File: config.mk
export PLATFORM = sky130hd
export DESIGN_NAME = amd_decoder
export DESIGN_NICKNAME = d
export VERILOG_FILES = /design/src/pkg/amd_pkg.sv /design/src/design/amd_ptr_fetch.sv /design/src/design/amd_decoder.sv
export SDC_FILE = /design/constraint.sdc
export NUM_CORES = 1
export LEC_CHECK = 0
export BUFFER_PORTS_ARGS = -buffer_cell sky130_fd_sc_hd__buf_2
export CAP_MARGIN = 20
export CORE_UTILIZATION = 55
export CTS_CLUSTER_SIZE = 25
export DETAILED_ROUTE_END_ITERATION = 8
export PLACE_DENSITY = 0.86
export SKIP_CTS_REPAIR_TIMING = 1
export SYNTH_ARGS = -nofsm -noshare
export SYNTH_HDL_FRONTEND = slang
export SYNTH_SLANG_ARGS = --single-unit
File: constraint.sdc
create_clock -name mclk -period 7.3 [get_ports mclk]
set_clock_uncertainty 0.2 [all_clocks]
set_input_delay 0.73 -clock mclk [delete_from_list [all_inputs] [get_ports mclk]]
set_output_delay 0.73 -clock mclk [all_outputs]
set_load 0.02 [all_outputs]
File: src/pkg/amd_pkg.sv
package amd_pkg;
    // addressing mode codes: 17 modes in 7 families
    typedef enum logic [4:0] {
        AM_INH, AM_IMM, AM_DIR_S, AM_DIR_L, AM_IDX_0, AM_IDX_S, AM_IDX_L,
        AM_IND_S, AM_IND_L, AM_IIX_S, AM_IIX_L, AM_REL_D, AM_REL_I,
        AM_BIT_D, AM_BIT_I, AM_BTJ_D, AM_BTJ_I
    } amd_mode_t;

    // families
    typedef enum logic [2:0] {
        FAM_INH, FAM_IMM, FAM_DIR, FAM_IDX, FAM_IND, FAM_REL, FAM_BIT
    } amd_fam_t;

    // request from fetch: mode plus operand bytes and index values
    typedef struct packed {
        amd_mode_t mode;
        logic rmw;
        logic use_y;
        logic [7:0] op1;
        logic [7:0] op2;
        logic [7:0] idx_x;
        logic [7:0] idx_y;
    } amd_req_t;

    // result handed back to execute
    typedef struct packed {
        logic [15:0] addr;
        logic [7:0] imm;
        logic [1:0] nbytes;
        amd_fam_t fam;
        logic is_imm;
        logic illegal;
    } amd_res_t;

    localparam logic [15:0] PAGE0_TOP = 16'h00ff;
    localparam logic [15:0] SHORT_IDX_TOP = 16'h01fe;
    localparam logic [1:0] PTR_WORD_BYTES = 2'h2;
endpackage

File: src/design/amd_ptr_fetch.sv
`timescale 1ns/1ps
// reads a one- or two-byte pointer from page zero over the memory port
module amd_ptr_fetch
    import amd_pkg::*;
(
    // clock and reset
    input wire logic mclk,
    input wire logic rstn,
    // request
    input wire logic start,
    input wire logic word,
    input wire logic [7:0] ptr_addr,
    // memory port
    output logic mem_rd,
    output logic [15:0] mem_addr,
    input wire logic mem_ack,
    input wire logic [7:0] mem_rdata,
    // result
    output logic done,
    output logic [15:0] ptr
);
    typedef enum logic [1:0] {PF_IDLE, PF_HI, PF_LO} amd_pf_t;
    amd_pf_t st_q;
    logic [7:0] pa_q;

    // sequencer: high byte first for a word, as big-endian pointers
    always_ff @(posedge mclk or negedge rstn)
    begin
        if (!rstn)
        begin
            st_q <= PF_IDLE;
            pa_q <= 8'h00;
            mem_rd <= 1'b0;
            mem_addr <= 16'h0000;
            done <= 1'b0;
            ptr <= 16'h0000;
        end
        else
        begin
            done <= 1'b0;
            unique case (st_q)
                PF_IDLE:
                begin
                    if (start)
                    begin
                        pa_q <= ptr_addr;
                        mem_rd <= 1'b1;
                        mem_addr <= {8'h00, ptr_addr};
                        st_q <= word ? PF_HI : PF_LO;
                    end
                end
                PF_HI:
                begin
                    if (mem_ack)
                    begin
                        // second byte stays in page zero, wraps at ff
                        ptr[15:8] <= mem_rdata;
                        mem_addr <= {8'h00, pa_q + 8'h01};
                        st_q <= PF_LO;
                    end
                end
                PF_LO:
                begin
                    if (mem_ack)
                    begin
                        if (mem_addr[7:0] == pa_q)
                            ptr <= {8'h00, mem_rdata};
                        else
                            ptr[7:0] <= mem_rdata;
                        mem_rd <= 1'b0;
                        done <= 1'b1;
                        st_q <= PF_IDLE;
                    end
                end
                // unused code: fall back to idle rather than hang
                default: st_q <= PF_IDLE;
            endcase
        end
    end
endmodule

File: src/design/amd_decoder.sv
`timescale 1ns/1ps
// How it works
// RL1 - seventeen modes in seven families
// RL2 - long forms reach full 64k space
// RL3 - short direct forms reach page zero only
// RL4 - read-modify-write takes short forms only
// RL5 - inherent: one byte, no operand
// RL6 - immediate: second byte is operand value
// RL7 - short direct: one address byte
// RL8 - long direct: two bytes form address
// RL9 - indexed: index plus offset, x or y
// RL10 - no-offset indexed: address is index
// RL11 - short indexed: byte offset, to 1fe
// RL12 - long indexed: word offset plus index
// RL13 - indirect: fetch pointer from byte address
// RL14 - short indirect: byte pointer, page zero
// RL15 - indirect indexed: pointer plus index
// RL16 - short indirect indexed: up to 1fe
// RL17 - long indirect: two-byte page-zero pointer
// RL18 - short index sums keep ninth bit
module amd_decoder
    import amd_pkg::*;
(
    // clock and reset
    input wire logic mclk,
    input wire logic rstn,
    // request from fetch
    input wire logic req_valid,
    input wire amd_req_t req,
    output logic req_ready,
    // memory port for pointer reads
    output logic mem_rd,
    output logic [15:0] mem_addr,
    input wire logic mem_ack,
    input wire logic [7:0] mem_rdata,
    // result to execute
    output logic res_valid,
    output amd_res_t res
);
    typedef enum logic [1:0] {DC_IDLE, DC_PTR, DC_DONE} amd_st_t;
    amd_st_t st_q;
    amd_req_t req_q;
    logic pf_done;
    logic [15:0] pf_ptr;
    logic pf_start;

    // bytes after the opcode per mode
    function automatic logic [1:0] op_bytes(input amd_mode_t m);
        unique case (m)
            AM_INH, AM_IDX_0: op_bytes = 2'h0; // [RL5] [RL10]
            AM_IMM, AM_DIR_S, AM_IDX_S, AM_REL_D, AM_BIT_D: op_bytes = 2'h1; // [RL6] [RL7] [RL11]
            AM_IND_S, AM_IND_L, AM_IIX_S, AM_IIX_L, AM_REL_I, AM_BIT_I: op_bytes = 2'h1; // [RL14] [RL16]
            AM_DIR_L, AM_IDX_L, AM_BTJ_D, AM_BTJ_I: op_bytes = 2'h2; // [RL8] [RL12]
            // codes past the last mode: no operand bytes
            default: op_bytes = 2'h0;
        endcase
    endfunction

    // family of each mode
    function automatic amd_fam_t fam_of(input amd_mode_t m);
        unique case (m)
            AM_INH: fam_of = FAM_INH; // [RL1]
            AM_IMM: fam_of = FAM_IMM;
            AM_DIR_S, AM_DIR_L: fam_of = FAM_DIR;
            AM_IDX_0, AM_IDX_S, AM_IDX_L: fam_of = FAM_IDX;
            AM_IND_S, AM_IND_L, AM_IIX_S, AM_IIX_L: fam_of = FAM_IND;
            AM_REL_D, AM_REL_I: fam_of = FAM_REL;
            AM_BIT_D, AM_BIT_I, AM_BTJ_D, AM_BTJ_I: fam_of = FAM_BIT;
            default: fam_of = FAM_INH;
        endcase
    endfunction

    // modes that need a pointer from memory
    function automatic logic needs_ptr(input amd_mode_t m);
        needs_ptr = (m == AM_IND_S) || (m == AM_IND_L) || (m == AM_IIX_S) || (m == AM_IIX_L)
            || (m == AM_REL_I) || (m == AM_BIT_I) || (m == AM_BTJ_I); // [RL13]
    endfunction

    // long forms, refused for read-modify-write
    function automatic logic is_long(input amd_mode_t m);
        is_long = (m == AM_DIR_L) || (m == AM_IDX_L) || (m == AM_IND_L) || (m == AM_IIX_L);
    endfunction

    // index register chosen by the prebyte
    function automatic logic [7:0] idx_of(input amd_req_t r);
        idx_of = r.use_y ? r.idx_y : r.idx_x; // [RL9]
    endfunction

    // address for modes with no pointer
    function automatic logic [15:0] direct_addr(input amd_req_t r);
        logic [7:0] ix;
        ix = idx_of(r);
        unique case (r.mode)
            AM_DIR_S, AM_BIT_D, AM_BTJ_D: direct_addr = {8'h00, r.op1}; // [RL3] [RL7]
            AM_DIR_L: direct_addr = {r.op1, r.op2}; // [RL2] [RL8]
            AM_IDX_0: direct_addr = {8'h00, ix}; // [RL10]
            AM_IDX_S: direct_addr = {7'h00, {1'b0, r.op1} + {1'b0, ix}}; // [RL11] [RL18]
            AM_IDX_L: direct_addr = {r.op1, r.op2} + {8'h00, ix}; // [RL12]
            default: direct_addr = 16'h0000;
        endcase
    endfunction

    // pointer fetch helper
    assign pf_start = (st_q == DC_IDLE) && req_valid && needs_ptr(req.mode) && !(req.rmw && is_long(req.mode));

    amd_ptr_fetch u_ptr (
        .mclk(mclk),
        .rstn(rstn),
        .start(pf_start),
        .word(req.mode == AM_IND_L || req.mode == AM_IIX_L), // [RL17]
        .ptr_addr(req.op1), // [RL13]
        .mem_rd(mem_rd),
        .mem_addr(mem_addr),
        .mem_ack(mem_ack),
        .mem_rdata(mem_rdata),
        .done(pf_done),
        .ptr(pf_ptr)
    );

    // control flow: one request at a time, ready only when idle
    always_ff @(posedge mclk or negedge rstn)
    begin
        if (!rstn)
        begin
            st_q <= DC_IDLE;
            req_q <= '0;
            req_ready <= 1'b1;
        end
        else
        begin
            unique case (st_q)
                DC_IDLE:
                begin
                    if (req_valid)
                    begin
                        req_q <= req;
                        req_ready <= 1'b0;
                        st_q <= pf_start ? DC_PTR : DC_DONE;
                    end
                end
                DC_PTR:
                begin
                    if (pf_done)
                        st_q <= DC_DONE;
                end
                DC_DONE:
                begin
                    // result issued this cycle, take next request after
                    req_ready <= 1'b1;
                    st_q <= DC_IDLE;
                end
                // unused code: recover to idle and reopen
                default:
                begin
                    req_ready <= 1'b1;
                    st_q <= DC_IDLE;
                end
            endcase
        end
    end

    // result builder
    always_ff @(posedge mclk or negedge rstn)
    begin
        if (!rstn)
        begin
            res_valid <= 1'b0;
            res <= '0;
        end
        else
        begin
            res_valid <= 1'b0;
            if (st_q == DC_IDLE && req_valid && !pf_start)
            begin
                res_valid <= 1'b1;
                res.fam <= fam_of(req.mode); // [RL1]
                res.nbytes <= op_bytes(req.mode);
                res.is_imm <= (req.mode == AM_IMM); // [RL6]
                res.imm <= (req.mode == AM_IMM) ? req.op1 : 8'h00;
                // pointer modes only reach here when refused
                res.illegal <= req.rmw && is_long(req.mode); // [RL4]
                res.addr <= (req.mode == AM_INH || req.mode == AM_IMM) ? 16'h0000 : direct_addr(req); // [RL5]
            end
            else if (st_q == DC_PTR && pf_done)
            begin
                res_valid <= 1'b1;
                res.fam <= fam_of(req_q.mode);
                res.nbytes <= op_bytes(req_q.mode);
                res.is_imm <= 1'b0;
                res.imm <= 8'h00;
                res.illegal <= 1'b0;
                unique case (req_q.mode)
                    AM_IIX_S: res.addr <= {7'h00, {1'b0, pf_ptr[7:0]} + {1'b0, idx_of(req_q)}}; // [RL16] [RL18]
                    AM_IIX_L: res.addr <= pf_ptr + {8'h00, idx_of(req_q)}; // [RL15] [RL17]
                    default: res.addr <= pf_ptr; // [RL14] [RL17]
                endcase
            end
        end
    end

    // checks
    chk_short_direct_page: assert property (@(posedge mclk) disable iff (!rstn) // [RL7]
        (st_q == DC_IDLE && req_valid && req.mode == AM_DIR_S) |=> res_valid && res.addr <= PAGE0_TOP)
        else $error("short direct left page zero");
    chk_short_idx_sum: assert property (@(posedge mclk) disable iff (!rstn) // [RL11]
        (st_q == DC_IDLE && req_valid && req.mode == AM_IDX_S)
        |=> res.addr == {7'h00, {1'b0, $past(req.op1)} + {1'b0, $past(idx_of(req))}})
        else $error("short indexed sum wrong");
    chk_short_idx_top: assert property (@(posedge mclk) disable iff (!rstn) // [RL18]
        (res_valid && req_q.mode == AM_IDX_S) |-> res.addr <= SHORT_IDX_TOP)
        else $error("short indexed beyond 1fe");
    chk_long_direct_addr: assert property (@(posedge mclk) disable iff (!rstn) // [RL8]
        (st_q == DC_IDLE && req_valid && req.mode == AM_DIR_L && !req.rmw)
        |=> res.addr == {$past(req.op1), $past(req.op2)} && res.nbytes == 2'h2)
        else $error("long direct address wrong");
    chk_inherent_len: assert property (@(posedge mclk) disable iff (!rstn) // [RL5]
        (st_q == DC_IDLE && req_valid && req.mode == AM_INH) |=> res_valid && res.nbytes == 2'h0)
        else $error("inherent has operand bytes");
    chk_imm_value: assert property (@(posedge mclk) disable iff (!rstn) // [RL6]
        (st_q == DC_IDLE && req_valid && req.mode == AM_IMM) |=> res.is_imm && res.imm == $past(req.op1))
        else $error("immediate value lost");
    chk_rmw_long_refused: assert property (@(posedge mclk) disable iff (!rstn) // [RL4]
        (st_q == DC_IDLE && req_valid && req.rmw && is_long(req.mode)) |=> res_valid && res.illegal && !mem_rd)
        else $error("long form taken for rmw");
    chk_ptr_fetch_bound: assert property (@(posedge mclk) disable iff (!rstn) // [RL13]
        (st_q == DC_IDLE && pf_start) |=> mem_rd && mem_addr[15:8] == 8'h00)
        else $error("pointer read not in page zero");
    chk_noff_index: assert property (@(posedge mclk) disable iff (!rstn) // [RL10]
        (st_q == DC_IDLE && req_valid && req.mode == AM_IDX_0) |=> res.addr == {8'h00, $past(idx_of(req))})
        else $error("no-offset index address wrong");

    // handshake: ready exactly while idle, result is one pulse
    // idle always accepts
    chk_idle_ready: assert property (@(posedge mclk) disable iff (!rstn) // [RL1]
        (st_q == DC_IDLE) |-> req_ready)
        else $error("idle but not ready");
    // busy never accepts, so a second request cannot overwrite the first
    chk_busy_not_ready: assert property (@(posedge mclk) disable iff (!rstn) // [RL13]
        (st_q != DC_IDLE) |-> !req_ready)
        else $error("ready while busy");
    // result pulse lasts one cycle
    chk_res_single_pulse: assert property (@(posedge mclk) disable iff (!rstn) // [RL1]
        res_valid |=> !res_valid)
        else $error("result valid too long");
    // ready returns right after the result
    chk_ready_after_res: assert property (@(posedge mclk) disable iff (!rstn) // [RL13]
        res_valid |=> req_ready)
        else $error("ready late after result");

    // operand lengths and plain addresses
    // immediate carries one byte
    chk_imm_len: assert property (@(posedge mclk) disable iff (!rstn) // [RL6]
        (st_q == DC_IDLE && req_valid && req.mode == AM_IMM) |=> res.nbytes == 2'h1)
        else $error("immediate length wrong");
    // inherent has no address and no immediate
    chk_inh_addr_zero: assert property (@(posedge mclk) disable iff (!rstn) // [RL5]
        (st_q == DC_IDLE && req_valid && req.mode == AM_INH) |=> res.addr == 16'h0000 && !res.is_imm)
        else $error("inherent produced an operand");
    // short direct: one byte after opcode
    chk_dir_short_len: assert property (@(posedge mclk) disable iff (!rstn) // [RL7]
        (st_q == DC_IDLE && req_valid && req.mode == AM_DIR_S) |=> res.nbytes == 2'h1)
        else $error("short direct length wrong");
    // no-offset indexed: nothing follows the opcode
    chk_idx0_len: assert property (@(posedge mclk) disable iff (!rstn) // [RL10]
        (st_q == DC_IDLE && req_valid && req.mode == AM_IDX_0) |=> res.nbytes == 2'h0)
        else $error("no-offset indexed length wrong");
    // short indexed: one offset byte
    chk_idx_short_len: assert property (@(posedge mclk) disable iff (!rstn) // [RL11]
        (st_q == DC_IDLE && req_valid && req.mode == AM_IDX_S) |=> res.nbytes == 2'h1)
        else $error("short indexed length wrong");
    // long indexed: word offset plus index, full 16-bit sum
    chk_idx_long_sum: assert property (@(posedge mclk) disable iff (!rstn) // [RL12]
        (st_q == DC_IDLE && req_valid && req.mode == AM_IDX_L && !req.rmw)
        |=> res.addr == {$past(req.op1), $past(req.op2)} + {8'h00, $past(idx_of(req))})
        else $error("long indexed sum wrong");
    // bit operations on direct addresses stay in page zero
    chk_bit_direct_page: assert property (@(posedge mclk) disable iff (!rstn) // [RL3]
        (st_q == DC_IDLE && req_valid && (req.mode == AM_BIT_D || req.mode == AM_BTJ_D))
        |=> res.addr <= PAGE0_TOP)
        else $error("bit direct left page zero");
    // short forms are fine for read-modify-write
    chk_rmw_short_ok: assert property (@(posedge mclk) disable iff (!rstn) // [RL4]
        (st_q == DC_IDLE && req_valid && req.rmw && !is_long(req.mode) && !needs_ptr(req.mode))
        |=> res_valid && !res.illegal)
        else $error("short form refused for rmw");

    // pointer path
    // non-pointer modes never touch memory
    chk_direct_no_read: assert property (@(posedge mclk) disable iff (!rstn) // [RL7]
        (st_q == DC_IDLE && req_valid && !needs_ptr(req.mode)) |=> !mem_rd)
        else $error("memory read on a direct mode");
    // first pointer read goes to the page-zero address given by the byte after the opcode
    chk_ptr_read_addr: assert property (@(posedge mclk) disable iff (!rstn) // [RL13]
        (st_q == DC_IDLE && pf_start) |=> mem_addr == {8'h00, $past(req.op1)})
        else $error("pointer read address wrong");
    // every pointer read stays in page zero, also the second byte
    chk_ptr_page_read: assert property (@(posedge mclk) disable iff (!rstn) // [RL14]
        mem_rd |-> mem_addr[15:8] == 8'h00)
        else $error("pointer byte outside page zero");
    // long indirect indexed waits for memory, no early result
    chk_long_ptr_wait: assert property (@(posedge mclk) disable iff (!rstn) // [RL17]
        (st_q == DC_IDLE && req_valid && req.mode == AM_IIX_L && !req.rmw) |=> !res_valid && mem_rd)
        else $error("long pointer mode answered early");
    // pointer results are clean addresses
    chk_ptr_result_clean: assert property (@(posedge mclk) disable iff (!rstn) // [RL13]
        (st_q == DC_PTR && pf_done) |=> res_valid && !res.illegal && !res.is_imm)
        else $error("pointer result malformed");
    // short indirect gives a page-zero operand address
    chk_short_ind_page: assert property (@(posedge mclk) disable iff (!rstn) // [RL14]
        (st_q == DC_PTR && pf_done && req_q.mode == AM_IND_S) |=> res.addr[15:8] == 8'h00)
        else $error("short indirect left page zero");
    // short indirect indexed keeps the carry but stops at 1fe
    chk_iix_short_top: assert property (@(posedge mclk) disable iff (!rstn) // [RL16]
        (st_q == DC_PTR && pf_done && req_q.mode == AM_IIX_S) |=> res_valid && res.addr <= SHORT_IDX_TOP)
        else $error("short indirect indexed beyond 1fe");
endmodule

======== Word level (Yosys, flattened, before mapping) ========
Memory sizes are Yosys's and may differ from the RTL's.
Index checks and enable logic that the tools add are counted.
storage, ports and cells
  bits in registers ....................... 101
  ROM bits ................................ 320
  output and inout port bits .............. 50
  word-level logic and storage cells ...... 126
  memories kept ........................... 4
memory list
  name              depth  width  rd ports  clocked after Yosys merged registers in  wr ports  line               text
  (name not given)  32     3      1         0                                        0         amd_decoder.sv:61  unique case (m)
  (name not given)  32     3      1         0                                        0         amd_decoder.sv:61
  (name not given)  32     2      1         0                                        0         amd_decoder.sv:49  unique case (m)
  (name not given)  32     2      1         0                                        0         amd_decoder.sv:49
cells by class
  add/subtract/negate cells ............... 5
  equality and inequality tests ........... 27
  muxes and demuxes ....................... 33
  bitwise operators ....................... 1
  reductions and logical operators ........ 36
operators with widths
  operator                                              count
  case mux 16 bit (5 select lines)                      1
  2-to-1 mux 16 bit                                     4
  case mux 16 bit (2 select lines)                      2
  2-to-1 mux 31 bit                                     2
  equality test 5 x 4 -> 1 bit (second input constant)  9
  2-to-1 mux 8 bit                                      5
  adder 16 x 8 -> 16 bit                                2
  equality test 5 x 3 -> 1 bit (second input constant)  4
  adder 8 x 8 -> 9 bit                                  2
  case mux 8 bit (2 select lines)                       1
  2-to-1 mux 2 bit                                      7
  logical OR 1 bit                                      11
  equality test 5 x 2 -> 1 bit (second input constant)  2
  AND reduction 2 bit                                   5
  AND reduction 3 bit                                   3
  adder 8 x 1 -> 8 bit (second input constant)          1
  equality test 8 bit                                   1
  inequality test 2 bit (second input constant)         4
  nonzero test 2 bit                                    4
  2-to-1 mux 1 bit                                      7
  logical AND 1 bit                                     6
  case mux 2 bit (3 select lines)                       1
  equality test 5 x 1 -> 1 bit (second input constant)  1
  equality test 5 bit (second input constant)           1
  other kinds (11)                                      16

======== Longest topological paths before layout ========
  depth after elaboration ................. 12
  gate-level depth with buffers ........... 11

======== Hierarchy ========
Synthesis repeated with hierarchy kept, for this count alone.
unflattened totals
  cell total of the unflattened synthesis .. 701
  area total of the unflattened synthesis .. 6615.1 µm²
modules (own cells, without submodules)
  module         times used  cells an instance  area each (µm²)  sequential area each (µm²)
  amd_decoder    1           525                4854.7           1427.6
  amd_ptr_fetch  1           176                1760.4           900.9

======== Least setup slack after synthesis ========
No wires, ideal clock.
  path type ............................... input -> register
  from .................................... input req[32] in the netlist's numbering
  to ...................................... register res[25] in the netlist's numbering
  arrival ................................. 3.204 ns
  data required time ...................... 6.974 ns
  slack ................................... 3.770 ns
  stages on the path ...................... 10
  path buffers ............................ 1
  path through ............................ clkbuf_1 -> mux2_2 -> ha_1 -> fa_1 -> a211oi_1 -> o21ai_0 -> a21oi_1 -> or4_1 -> a31oi_1 -> a221o_1
on the way
  cells in the longest elaborated chain, start to end .. 5
RTL lines
  item                              line                text
  from (decl)                       amd_decoder.sv:29   input wire amd_req_t req,
  2-to-1 mux 8 bit                  amd_decoder.sv:86   idx_of = r.use_y ? r.idx_y : r.idx_x;
  adder 16 x 8 -> 16 bit            amd_decoder.sv:98   AM_IDX_L: direct_addr = {r.op1, r.op2} + {8'h00, ix};
  case mux 16 bit (5 select lines)  amd_decoder.sv:93   unique case (r.mode)
  2-to-1 mux 16 bit                 amd_decoder.sv:182  res.addr <= (req.mode == AM_INH || req.mode == AM_IMM) ? 16'h0000 : direct_addr(req);
  2-to-1 mux 31 bit                 amd_decoder.sv:173  if (st_q == DC_IDLE && req_valid && !pf_start)
  to (decl)                         amd_decoder.sv:38   output amd_res_t res
No other way between the ends.
A chain may end at the register's enable or synchronous reset.

======== Worst setup path after layout ========
  from .................................... input req[32] in the netlist's numbering
  to ...................................... register res[29] in the netlist's numbering
Same word-level chain as after synthesis.

==> results.toml <==
[pwr]
netSwitchingFraction = 0.426
p_leak_nw = 3.39
power-per-cell-area_nw_per_um2 = 366
ir_drop_uv = 218
p_clk_frac = 0.179
combPwrFrac = 0.479
total_power_mw = 2.72
p_switching_mw = 1.16
power_frac_seq = 0.343
internal_power_mw = 1.56

[route]
vias_per_cell = 6.56
first_iter_violations = 577
wl_per_cell_um = 20.6
drt-pass1-iter-count = 8
vias = 5954
antenna_left = 0
wirelength_um = 18700
drcViolationCount = 4

[placed_design]
gp_congestion = 0.946
io_buffer_count = 92
dp.final_hpwl_um = 13800
placed_cell_area_sq_um = 7130

[yosys]
ys_types = 86
syn_inst = 690
synth_seq_cells = 93
synth_area_per_cell_sq_um = 9.69
synth.cell_area_sq_um = 6690
synth-seq-area-share = 0.348
ys_top_cells_by_area = "dfrtp_1 (34%), mux2_2 (10%), ha_1 (6.7%)"
synth-edff-count = 0
synth_top_cell_by_area = "dfrtp_1"
yosysWarnings = 0
synth_top_area_frac = 0.344
async_flop_share = 1.00
synth-main-ff-cell = "dfrtp_1"

[clock_network]
htreeDepth = 3
clk_pin_slew_ns = 0.06
tritoncts = "yes"
root_buffer = "clkbuf_16"
clock_path_buffers = 2
numCtsBuffers = 9
clock_sinks = 93
clock_latency_ns = 0.35

[global_routing]
grt_pass1_wl_um = 30500
grt_antenna_before_repair = 0
grt_usage = 0.310
grt_pass1_vias = 5853
grt_remaining_overflow = 0
grt_max_degree = 64

[floorplan]
fp-row-count = 39
coreArea_sq_um = 11600
top_level_ports = 101
dieArea_sq_um = 12600
die_x_um = 112
die_h_um = 112
start_util = 0.576

[worst_hold_path]
hp-class = "primary input to asynchronous set/reset pin"

[finish]
post-route-cell-area_sq_um = 7450
layout_commonest_cell = "dfrtp_1"
layout.nets = 850
area_delta_synth_final_pct = 11.4
drive_gt1_frac = 0.256
utilization = 0.641
diodes = 0
mostFrequentLayoutCells = "dfrtp_1 (92), buf_2 (91), nand2_1 (62)"

[worst_setup_path]
crit_arrival_ns = 3.53
crit_chain = "buf_2 > mux2_2 > ha_1 > fa_1 > a211oi_1 > o21ai_0 > a21oi_1 > o31ai_1 > a221oi_1 > a211o_1"
crit_family = "compound AO/OA/AOI/OAI gates"
worstRegToRegCells = 9
endpoint_kind = "flip-flop"
crit_required_ns = 7.39
crit_type = "primary input to flip-flop"
r2r_slack_ns = 3.97
reg2reg_from = "req_q[32]$_DFFE_PN0P_"
slowest_stage = "a21oi_1"
r2r_end = "res[27]$_DFFE_PN0P_"
cp.buffers_inverters = 1
critPathLaunchType = "primary input"
crit_path_max_incr_delay_ns = 0.45
cp_max_fo = 9

[sta]
whs_ns = 0.104
relSlewSlack = 0.307
period_share = 0.472
drv_slew = 0
setup_viol = 0
period_minus_slack_ns = 3.44
fin_tns_setup_ns = 0
max_freq_ghz = 0.290
tightest_slew_ns = 1.03
rsz0062_at_grt = "no"
hold_viol = 0

[job]
cap_violations = 0

[outcome]
violations = "DRC"
status = "finished with violations"
==> metal layers <==
metal,track usage,up-vias,wire length [um],part of all wire
met5,0,-,0,0
met4,0.132,0,561,0.030
met3,0.0578,48,1380,0.074
met2,0.495,284,8800,0.47
met1,0.414,2904,7920,0.42
li1,-,2718,-,-
==> cells by family (layout without fill, tap and decap cells) <==
family          count (synthesis)  after routing  synth area share
buf+inv                        69            137            0.0527
simple gates                  183            183             0.144
mux                            78             78             0.128
fa+ha+maj                      39             39            0.0763
xor+xnor                       22             22            0.0288
compound gates                205            205             0.221
flops                          93             93             0.348
other cells                     1              8          0.000561
==> Yosys cell counts, types with 6 or more instances <==
cell,n
xnor2_1,14
nor3_1,14
o211ai_1,12
buf_4,9
clkbuf_1,17
xor2_1,8
a22oi_1,7
mux2i_1,16
o21a_1,6
ha_1,36
a22o_1,8
buf_2,6
nand3_1,16
nor2_1,27
or4_1,6
dfrtp_1,92
inv_1,24
a21o_1,9
a211oi_1,14
o21ai_0,44
a31oi_1,6
nand2_1,62
buf_6,7
a21oi_1,30
mux2_2,61
a221o_1,8
buf_1,6
nor2b_1,8
==> how the worst max path moves through the flow <==
stage | start | end | depth (start not counted)
floorplan | req[32] | res[25]$_DFFE_PN0P_ | 10
CTS | req[32] | res[29]$_DFFE_PN0P_ | 10
global placement | req[32] | res[25]$_DFFE_PN0P_ | 10
finish | req[32] | res[29]$_DFFE_PN0P_ | 10
global route | req[32] | res[29]$_DFFE_PN0P_ | 10
detailed placement | req[32] | res[29]$_DFFE_PN0P_ | 10
==> power groups by stage <==
| stage | Sequential (mW) | Clock, mW | Combinational (mW) |
|---|---|---|---|
| 4_1_cts | 0.925 | 0.493 | 1.28 |
| 3_3_place_gp | 0.915 | 0 | 1.22 |
| 2_1_floorplan | 0.945 | 0 | 0.891 |
| 5_1_grt | 0.958 | 0.512 | 1.43 |
| 6_report | 0.933 | 0.486 | 1.30 |
| 3_5_place_dp | 0.932 | 0 | 1.27 |
==> worst register-to-register path, stage by stage, from the launching register on <==
cell      delay, ns
dfrtp_1        0.55
mux2_2         0.39
ha_1           0.23
fa_1           0.43
a211oi_1       0.36
o21ai_0        0.16
a21o_1         0.27
mux2i_1        0.18
o22ai_1        0.13
a221o_1        0.31
==> stage by stage <==
stage / setup WS [ns] / std cells
2_1_floorplan: 3.77 / 697
3_3_place_gp: 3.72 / 891
3_5_place_dp: 3.60 / 891
4_1_cts: 3.92 / 907
5_1_grt: 3.64 / 908
6_report: 3.86 / 908
==> sequential cells by signal, indices dropped and copies added, names as in the netlist <==
signal / count
req_q: 22
res_valid: 1
req_ready: 1
u_ptr.ptr: 16
u_ptr.mem_rd: 1
u_ptr.mem_addr: 8
u_ptr.done: 1
res: 31
u_ptr.pa_q: 8
u_ptr.st_q: 2
st_q: 2
==> area by class of cell <==
class / instances / area [sq um]
clock buffers: 13 / 260
clock inverters: 3 / 43.8
fillers: 947 / 4170
inverters: 24 / 90.1
multi-input cells: 535 / 4040
flip-flops and latches: 93 / 2330
well taps: 143 / 179
repair buffers: 97 / 508
(Power assumes the default switching activity.)
